[src/design/fifo_cap_pkg.sv]
/*
 Constants, field layouts and state codes shared by the byte-FIFO capability and
 status-flow block and its command length tracker.
 Assumes a single 25 MHz clock and accesses already decoded by the host bus port.
*/
package fifo_cap_pkg;

   localparam int unsigned CLK_HZ           = 25_000_000;
   localparam int unsigned TIMEOUT_B_MS     = 200;
   localparam int unsigned CYC_PER_MS       = CLK_HZ / 1000;

   localparam logic [11:0] OFF_STATUS       = 12'h000;
   localparam logic [11:0] OFF_CAP          = 12'h004;
   localparam logic [11:0] OFF_LEGACY_DATA  = 12'h008;
   localparam logic [11:0] OFF_EXT_DATA     = 12'h00c;

   localparam int STS_VALID_BIT             = 7;
   localparam int STS_READY_BIT             = 6;
   localparam int STS_GO_BIT                = 5;
   localparam int STS_AVAIL_BIT             = 4;
   localparam int STS_EXPECT_BIT            = 3;
   localparam int STS_RETRY_BIT             = 1;
   localparam int STS_BURST_LSB             = 8;

   localparam int CAP_RSVD_BIT              = 31;
   localparam int CAP_REV_LSB               = 28;
   localparam int CAP_XFER_LSB              = 9;
   localparam int CAP_BURST_FIXED_BIT       = 8;
   localparam int CAP_CMD_READY_BIT         = 7;
   localparam int CAP_FALL_BIT              = 6;
   localparam int CAP_RISE_BIT              = 5;
   localparam int CAP_LOW_LEVEL_BIT         = 4;
   localparam int CAP_HIGH_LEVEL_BIT        = 3;
   localparam int CAP_OWNER_CHG_BIT         = 2;
   localparam int CAP_STS_VALID_BIT         = 1;
   localparam int CAP_RESP_READY_BIT        = 0;

   localparam logic [3:0] KIND_FIFO         = 4'h0;
   localparam logic [3:0] KIND_FIFO_ALT     = 4'hf;

   localparam logic [1:0] XFER_LEGACY       = 2'h0;
   localparam logic [1:0] XFER_8            = 2'h1;
   localparam logic [1:0] XFER_32           = 2'h2;
   localparam logic [1:0] XFER_64           = 2'h3;
   localparam logic [6:0] MAX_LEGACY_BYTES  = 7'h04;
   localparam logic [6:0] MAX_8_BYTES       = 7'h08;
   localparam logic [6:0] MAX_32_BYTES      = 7'h20;
   localparam logic [6:0] MAX_64_BYTES      = 7'h40;

   localparam logic [2:0] REV_LEGACY        = 3'h0;
   localparam logic [2:0] REV_13            = 3'h2;
   localparam logic [2:0] REV_13_PROFILE    = 3'h3;

   localparam logic [31:0] CMD_MIN_LEN      = 32'h0000000a;
   localparam logic [31:0] LEN_FIRST_IDX    = 32'h00000002;
   localparam logic [31:0] LEN_LAST_IDX     = 32'h00000005;
   localparam logic [7:0]  FF_BYTE          = 8'hff;
   localparam logic [31:0] IDLE_CNT_RST     = 32'h00000000;

   typedef enum logic [2:0] {
      ST_IDLE      = 3'b001,
      ST_READY     = 3'b010,
      ST_RECEPTION = 3'b100
   } fifo_state_t;

endpackage : fifo_cap_pkg

[src/design/fifo_cap_status.sv]
/*
 Capability register and Idle/Ready/Reception status flow of a byte-FIFO host
 interface. Answers decoded register and data-port accesses one cycle later.
 Assumes the host bus port decodes offsets, serialises data bursts into one byte
 per request, inserts its own wait states and turns rsp_abort_o into a bus abort.
*/
`timescale 1ns/1ns
module fifo_cap_status
#(
   parameter int unsigned IDLE_TIMEOUT_CYC   = fifo_cap_pkg::TIMEOUT_B_MS *
                                               fifo_cap_pkg::CYC_PER_MS,
   parameter logic [1:0]  XFER_CODE          = fifo_cap_pkg::XFER_64,
   parameter logic [2:0]  REV_CODE           = fifo_cap_pkg::REV_13_PROFILE,
   parameter logic        CAP_BIT31          = 1'b0,
   parameter logic        BURST_FIXED        = 1'b1,
   parameter logic [15:0] BURST_ALLOWANCE    = 16'h0040,
   parameter logic        CMD_READY_IRQ_CAP  = 1'b0,
   parameter logic        FALLING_IRQ_CAP    = 1'b0,
   parameter logic        RISING_IRQ_CAP     = 1'b0,
   parameter logic        HIGH_LEVEL_IRQ_CAP = 1'b0,
   parameter logic        STS_VALID_IRQ_CAP  = 1'b0,
   parameter logic        EXPECT_IN_READY    = 1'b0
)
(
   input  wire logic        clock_i,
   input  wire logic        rst_n_i,
   input  wire logic        ce_i,
   input  wire logic [3:0]  interface_kind_code_i,
   input  wire logic        locality_active_i,
   input  wire logic        locality_changing_i,
   input  wire logic        auto_ready_en_i,
   input  wire logic        acc_req_i,
   input  wire logic        acc_we_i,
   input  wire logic [11:0] acc_addr_i,
   input  wire logic [6:0]  acc_len_i,
   input  wire logic [31:0] acc_wdata_i,
   output logic             rsp_valid_o,
   output logic             rsp_abort_o,
   output logic [31:0]      rsp_rdata_o,
   output logic             cmd_byte_valid_o,
   output logic [7:0]       cmd_byte_o
);
   import fifo_cap_pkg::*;

   typedef struct packed {
      fifo_state_t state;
      logic [31:0] idle_cnt;
      logic        rsp_valid;
      logic        rsp_abort;
      logic [31:0] rsp_rdata;
      logic        byte_valid;
      logic [7:0]  byte_out;
   } top_state_t;

   top_state_t  q;
   top_state_t  d;
   logic        trk_clear;
   logic        trk_byte;
   logic        cmd_complete;
   logic        owner_ok;
   logic        kind_ok;
   logic        is_data;
   logic        size_ok;
   logic [1:0]  n_actions;
   logic [6:0]  max_bytes;
   logic [31:0] cap_word;
   logic [31:0] status_word;
   logic        expect_flag;

   function automatic logic [6:0] max_for_code(input logic [1:0] code);
      case (code)
         XFER_8:  max_for_code = MAX_8_BYTES;
         XFER_32: max_for_code = MAX_32_BYTES;
         XFER_64: max_for_code = MAX_64_BYTES;
         default: max_for_code = MAX_LEGACY_BYTES;
      endcase
   endfunction : max_for_code

   always_comb
   begin
      cap_word                      = '0;
      cap_word[CAP_RSVD_BIT]        = CAP_BIT31;
      cap_word[CAP_REV_LSB +: 3]    = REV_CODE;
      cap_word[CAP_XFER_LSB +: 2]   = XFER_CODE;
      cap_word[CAP_BURST_FIXED_BIT] = BURST_FIXED;
      cap_word[CAP_CMD_READY_BIT]   = CMD_READY_IRQ_CAP;
      cap_word[CAP_FALL_BIT]        = FALLING_IRQ_CAP;
      cap_word[CAP_RISE_BIT]        = RISING_IRQ_CAP;
      cap_word[CAP_LOW_LEVEL_BIT]   = 1'b1;
      cap_word[CAP_HIGH_LEVEL_BIT]  = HIGH_LEVEL_IRQ_CAP;
      cap_word[CAP_OWNER_CHG_BIT]   = 1'b1;
      cap_word[CAP_STS_VALID_BIT]   = STS_VALID_IRQ_CAP;
      cap_word[CAP_RESP_READY_BIT]  = 1'b1;
   end

   assign kind_ok   = (interface_kind_code_i == KIND_FIFO) ||
                      (interface_kind_code_i == KIND_FIFO_ALT);
   assign owner_ok  = locality_active_i && !locality_changing_i;
   assign is_data   = (acc_addr_i == OFF_LEGACY_DATA) || (acc_addr_i == OFF_EXT_DATA);
   assign max_bytes = max_for_code(XFER_CODE);
   assign size_ok   = (acc_len_i != 7'h00) && (acc_len_i <= max_bytes);
   assign n_actions = {1'b0, acc_wdata_i[STS_READY_BIT]} + {1'b0, acc_wdata_i[STS_GO_BIT]} +
                      {1'b0, acc_wdata_i[STS_RETRY_BIT]};

   // Response-available stays low here: the response path lives elsewhere and the
   // host is expected to poll through any gap before it rises.
   assign expect_flag = ((q.state == ST_RECEPTION) && !cmd_complete) ||
                        ((q.state == ST_READY) && EXPECT_IN_READY);

   always_comb
   begin
      status_word                                = '0;
      status_word[STS_VALID_BIT]                 = owner_ok;
      status_word[STS_READY_BIT]                 = (q.state == ST_READY);
      status_word[STS_AVAIL_BIT]                 = 1'b0;
      status_word[STS_EXPECT_BIT]                = expect_flag;
      status_word[STS_BURST_LSB +: 16]           = BURST_ALLOWANCE;
   end

   always_comb
   begin
      d            = q;
      d.rsp_valid  = 1'b0;
      d.rsp_abort  = 1'b0;
      d.rsp_rdata  = '0;
      d.byte_valid = 1'b0;
      trk_byte     = 1'b0;

      if (q.state == ST_IDLE)
      begin
         if (q.idle_cnt < 32'(IDLE_TIMEOUT_CYC))
         begin
            d.idle_cnt = q.idle_cnt + 32'h00000001;
         end
         // Silent step to Ready only inside the timeout window
         if (auto_ready_en_i && (q.idle_cnt < 32'(IDLE_TIMEOUT_CYC)))
         begin
            d.state = ST_READY;
         end
      end
      else
      begin
         d.idle_cnt = IDLE_CNT_RST;
      end

      if (acc_req_i)
      begin
         d.rsp_valid = 1'b1;
         if (acc_addr_i == OFF_CAP)
         begin
            // Writes here are dropped without an abort
            if (!acc_we_i && kind_ok)
            begin
               d.rsp_rdata = cap_word;
            end
         end
         else if (acc_addr_i == OFF_STATUS)
         begin
            if (!acc_we_i)
            begin
               d.rsp_rdata = status_word;
            end
            // Multiple action bits: the whole write is ignored
            else if (owner_ok && (n_actions == 2'h1))
            begin
               if (acc_wdata_i[STS_READY_BIT])
               begin
                  case (q.state)
                     ST_IDLE:      d.state = ST_READY;
                     ST_READY:     d.state = ST_READY;
                     ST_RECEPTION: d.state = ST_IDLE;
                     default:      d.state = ST_IDLE;
                  endcase
               end
               // Execute and retry leave Idle, Ready and Reception as they are
            end
         end
         else if (is_data)
         begin
            if ((acc_addr_i == OFF_EXT_DATA) && (XFER_CODE == XFER_LEGACY))
            begin
               d.rsp_abort = 1'b1;
            end
            else if (!size_ok)
            begin
               d.rsp_abort = 1'b1;
            end
            else if (!acc_we_i)
            begin
               d.rsp_rdata = {24'h000000, FF_BYTE};
            end
            else if (owner_ok)
            begin
               case (q.state)
                  ST_READY:
                  begin
                     d.state      = ST_RECEPTION;
                     d.byte_valid = 1'b1;
                     d.byte_out   = acc_wdata_i[7:0];
                     trk_byte     = 1'b1;
                  end
                  ST_RECEPTION:
                  begin
                     // Bytes past the command length are dropped
                     if (!cmd_complete)
                     begin
                        d.byte_valid = 1'b1;
                        d.byte_out   = acc_wdata_i[7:0];
                        trk_byte     = 1'b1;
                     end
                  end
                  ST_IDLE:      d.state = ST_IDLE;
                  default:      d.state = ST_IDLE;
               endcase
            end
         end
      end

      trk_clear = (d.state != ST_RECEPTION);
   end

   always_ff @(posedge clock_i)
   begin
      if (!rst_n_i)
      begin
         q       <= '0;
         q.state <= ST_IDLE;
      end
      else if (ce_i)
      begin
         q <= d;
      end
   end

   cmd_length_tracker u_len
   (
      .clock_i      (clock_i),
      .rst_n_i      (rst_n_i),
      .ce_i         (ce_i),
      .clear_i      (trk_clear),
      .byte_valid_i (trk_byte),
      .byte_i       (acc_wdata_i[7:0]),
      .complete_o   (cmd_complete)
   );

   assign rsp_valid_o      = q.rsp_valid;
   assign rsp_abort_o      = q.rsp_abort;
   assign rsp_rdata_o      = q.rsp_rdata;
   assign cmd_byte_valid_o = q.byte_valid;
   assign cmd_byte_o       = q.byte_out;

   logic st_wr;
   logic data_wr;
   logic data_rd;
   assign st_wr   = ce_i && acc_req_i && acc_we_i && (acc_addr_i == OFF_STATUS) && owner_ok;
   assign data_wr = ce_i && acc_req_i && acc_we_i && (acc_addr_i == OFF_LEGACY_DATA) &&
                    size_ok && owner_ok;
   assign data_rd = ce_i && acc_req_i && !acc_we_i && (acc_addr_i == OFF_LEGACY_DATA) &&
                    size_ok;
endmodule : fifo_cap_status

[src/design/cmd_length_tracker.sv]
/*
 Counts command bytes, captures the big-endian length from the header and flags
 when the whole command has arrived.
 Assumes one byte per strobe on the same clock and a clear while no command runs.
*/
`timescale 1ns/1ns
module cmd_length_tracker
(
   input  wire logic       clock_i,
   input  wire logic       rst_n_i,
   input  wire logic       ce_i,
   input  wire logic       clear_i,
   input  wire logic       byte_valid_i,
   input  wire logic [7:0] byte_i,
   output logic            complete_o
);
   import fifo_cap_pkg::*;

   typedef struct packed {
      logic [31:0] cnt;
      logic [31:0] len;
      logic        done;
   } trk_state_t;

   trk_state_t q;
   trk_state_t d;

   always_comb
   begin
      d = q;
      if (clear_i)
      begin
         d = '0;
      end
      else if (byte_valid_i && !q.done)
      begin
         if (q.cnt >= LEN_FIRST_IDX && q.cnt <= LEN_LAST_IDX)
         begin
            d.len = {q.len[23:0], byte_i};
         end
         d.cnt  = q.cnt + 32'h00000001;
         // Length is trusted only once the shortest legal header is in
         d.done = (d.cnt >= CMD_MIN_LEN) && (d.cnt >= d.len);
      end
   end

   always_ff @(posedge clock_i)
   begin
      if (!rst_n_i)
      begin
         q <= '0;
      end
      else if (ce_i)
      begin
         q <= d;
      end
   end

   assign complete_o = q.done;

endmodule : cmd_length_tracker

[config.mk]
export PLATFORM = sky130hd
export DESIGN_NAME = fifo_cap_status
export DESIGN_NICKNAME = d
export VERILOG_FILES = /design/src/design/fifo_cap_pkg.sv /design/src/design/fifo_cap_status.sv /design/src/design/cmd_length_tracker.sv
export SDC_FILE = /design/constraint.sdc
export NUM_CORES = 1
export LEC_CHECK = 0
export BUFFER_PORTS_ARGS = -buffer_cell sky130_fd_sc_hd__buf_4
export CELL_PAD_IN_SITES_DETAIL_PLACEMENT = 1
export CELL_PAD_IN_SITES_GLOBAL_PLACEMENT = 1
export CORE_ASPECT_RATIO = 1.25
export CORE_MARGIN = 5
export CORE_UTILIZATION = 24
export CTS_CLUSTER_DIAMETER = 150
export CTS_CLUSTER_SIZE = 8
export DETAILED_ROUTE_END_ITERATION = 8
export PLACE_DENSITY = 0.48
export SYNTH_ARGS = -nofsm -noshare
export SYNTH_HDL_FRONTEND = slang
export SYNTH_HIERARCHICAL = 1
export SYNTH_SLANG_ARGS = --single-unit
[constraint.sdc]
create_clock -name clock_i -period 4.8 [get_ports clock_i]
set_clock_uncertainty 0.05 [all_clocks]
set_input_delay 0.24 -clock clock_i [delete_from_list [all_inputs] [get_ports clock_i]]
set_output_delay 0.24 -clock clock_i [all_outputs]
set_load 0.1 [all_outputs]
==> results.json <==
{
  "status": "finished, final reports clean",
  "dieArea_mm2": 0.03586,
  "postRouteAntennaNets": 0,
  "die_w_um": 170.4,
  "wl_met1_mm": 10.74,
  "arrival_ns": 4.24,
  "netlist_area_mm2": 0.007716,
  "slowest_delay_ns": 0.46,
  "routed-wl-met2_mm": 11.85,
  "leakage_uw": 0.003394,
  "regArea_mm2": 0.002362,
  "wl_met3_um": 762,
  "avgSynthCellArea_um2": 8.157,
  "antenna_found_initial": 0,
  "r2r_cells": 14,
  "synth_edf_count": 0,
  "timing.final.crit_share_pct": 81.50,
  "vias": 6587,
  "htree_levels": 4,
  "path_clk_slew_ns": 0.06,
  "setup_violations": 0,
  "required_ns": 5.13,
  "ys_warn_count": 6,
  "worstSetupStartpointType": "flop",
  "drv_slew": 0,
  "ys_ff_latch": 118,
  "avgRoutedWirePerCell_um": 17.23,
  "cap_violations": 0,
  "tritoncts": "done",
  "fin_crit_ns": 3.912,
  "core.rowCount": 73,
  "num-fill-cells": 3743,
  "cts_max_path_buffers": 2,
  "hold_slack_ns": 0.01706,
  "first_global_vias": 6635,
  "cts.sinks": 118,
  "crit_chain": "ha_1 -> nand3_1 -> nor4_4 -> nand3_1 -> nor3_1 -> xnor2_1 -> ha_1 -> nand4_1 -> nor2_1 -> nand2_1 -> a2111oi_0 -> o21ai_0 -> a21oi_1 -> o31a_1",
  "coreArea_mm2": 0.03179,
  "fin_nets": 1050,
  "layout_commonest_cell": "dfxtp_1",
  "multi_input_area_mm2": 0.004783,
  "initial_core_util_pct": 24.28,
  "vdd_drop_max_mv": 0.2173,
  "stdcell_count": 1374,
  "drive_gt1_share_pct": 14.14,
  "synthToLayoutAreaGrowth_pct": 15.87,
  "gp_congestion": 0.7401,
  "synthTopCellsByArea": "dfxtp_1, ha_1, o21ai_0",
  "fmax_mhz": 255.6,
  "worst_pin_slew_ns": 0.9050,
  "rsz0062_at_grt": "false",
  "drtIter0Drc": 332,
  "synth_top_area_share_pct": 30.61,
  "ys_seq_area_share_pct": 30.61,
  "diodes": 0,
  "grt_overflow": 0,
  "syn_inst": 946,
  "final_cell_mix": "dfxtp_1, nand2_1, o21ai_0, buf_4, nor2_1",
  "async_flop_share_pct": 0,
  "grt_max_degree": 65,
  "yosys.area.top_type": "dfxtp_1",
  "slowest_stage": "dfxtp_1",
  "cp-end-kind": "flop",
  "routed_wl_mm": 23.67,
  "dp_cells": 1340,
  "synthFlopType": "dfxtp_1",
  "die_h_um": 210.5,
  "ys_types": 79,
  "grt.total_usage_pct": 13.16,
  "fin_tns_setup_ns": 0,
  "io-pin-count": 106,
  "cts_setup_buffers": 0,
  "power_density_mw_per_mm2": 288.2,
  "drc": 0,
  "first_pass_iters": 4,
  "hp-class": "primary input to flop",
  "numPortBuffers": 63,
  "relSlewSlack_pct": 39.67,
  "crit_fanout": 8,
  "hold_viol_final": 0,
  "root_buffer": "clkbuf_16",
  "cts_made_buffers": 17,
  "clk-insertion-delay-late_ns": 0.43,
  "via_per_inst": 4.794,
  "routed.top_layer": "met4",
  "grt_pass1_wl_mm": 37.57,
  "worstHoldPathCells": 3,
  "post-dp-hpwl_mm": 16.77,
  "timing.setup.critical_path_class": "flop to flop"
}
## what timing repair did
action | in CTS | in global routing
hold buffers | 2 | 0
gates resized for setup | 0 | 0
hold endpoints to repair | 2 | 0
## stage by stage
stage	util (%)	power (µW)	instance area, µm²	worst slack, ns
2_1_floorplan	-	1136	7780	1.498
3_3_place_gp	26.06	1181	8282	0.9733
3_5_place_dp	26.06	1182	8282	0.8447
4_1_cts	28.13	2624	8941	0.8299
5_1_grt	28.13	2662	8941	0.5334
6_report	28.13	2577	8941	0.8880
## logic make-up (layout without fill, tap and decap cells)
logic type | Yosys count | count (layout) | share of synthesized area [%]
AOI/OAI and AO/OA | 208 | 208 | 17.30
xor gates and xnor gates | 50 | 50 | 5.773
adders and majority gates | 38 | 38 | 6.259
buffers and inverters | 125 | 124 | 8.578
DFF | 118 | 118 | 30.61
muxes | 33 | 33 | 4.297
other | 1 | 18 | 0.04860
and+or+nand+nor | 373 | 373 | 27.13
## report_power, final
part / total (µW) / internal [µW] / switching (µW) / leakage, µW
combinational: 171 / 40.9 / 130 / 0.00214
sequential: 987 / 983 / 4.30 / 0.000951
clock: 1420 / 888 / 531 / 0.000303
total: 2580 / 1910 / 666 / 0.00339
## sequential cells by signal (all words and copies together), names as in the netlist
name              cells
cmd_byte_o            8
cmd_byte_valid_o      1
q                    35
rsp_abort_o           1
rsp_rdata_o           7
rsp_valid_o           1
u_len/complete_o      1
u_len/q              64
## cell type report
cell class	instances	area share, %
multi-input combinational	720	53.50
sequential	118	26.42
clock inverter	14	2.239
tap	412	5.765
clock buffer	18	4.912
timing repair buffer	74	6.409
inverter	18	0.7557
## critical path, delay by kind of cell (launching register included)
kind / cells / cell delay (ns)
simple gates: 7 / 1.76
compound gates: 4 / 0.81
fa+ha+maj: 2 / 0.62
flops: 1 / 0.46
xor+xnor: 1 / 0.16
## final timing paths
| path | startpoint | to | slack (ns) |
|---|---|---|---|
| worst max register to register | u_len/q[33] | u_len/complete_o | 0.89 |
| worst min register to register | cmd_byte_o[3] | cmd_byte_o[3] | 0.41 |
| worst min-delay path | acc_wdata_i[4] | cmd_byte_o[4] | 0.02 |
| worst max-delay path | u_len/q[33] | u_len/complete_o | 0.89 |
## synthesized netlist by cell type, types with 3 or more instances
| cell type | instances |
|---|---|
| nand3_1 | 27 |
| o21ai_0 | 76 |
| o21ai_1 | 11 |
| mux2i_1 | 32 |
| xor2_1 | 18 |
| a21o_1 | 7 |
| o31a_1 | 7 |
| and4_1 | 11 |
| buf_4 | 40 |
| nand3b_1 | 4 |
| nand4_1 | 26 |
| buf_6 | 4 |
| or4_1 | 8 |
| buf_2 | 7 |
| a31oi_1 | 7 |
| a211oi_1 | 4 |
| nor4_1 | 10 |
| dfxtp_1 | 118 |
| a22oi_1 | 10 |
| ha_1 | 37 |
| inv_1 | 18 |
| nor2_1 | 49 |
| xnor2_1 | 31 |
| nor3_1 | 17 |
| clkbuf_1 | 53 |
| o31ai_1 | 8 |
| nor3_2 | 3 |
| a21boi_0 | 18 |
| and3_1 | 20 |
| and2_1 | 48 |
| nor2b_1 | 20 |
| nand2_1 | 88 |
| a21oi_1 | 39 |
| or3_1 | 15 |
## per-layer routing
| layer | global-route usage [%] | vias to the layer above |
|---|---|---|
| met5 | 0 | - |
| met4 | 3.691 | 0 |
| met3 | 2.420 | 23 |
| met2 | 23.01 | 82 |
| met1 | 16.49 | 3162 |
| li1 | - | 3320 |
Power figures use the tool's default switching activity.
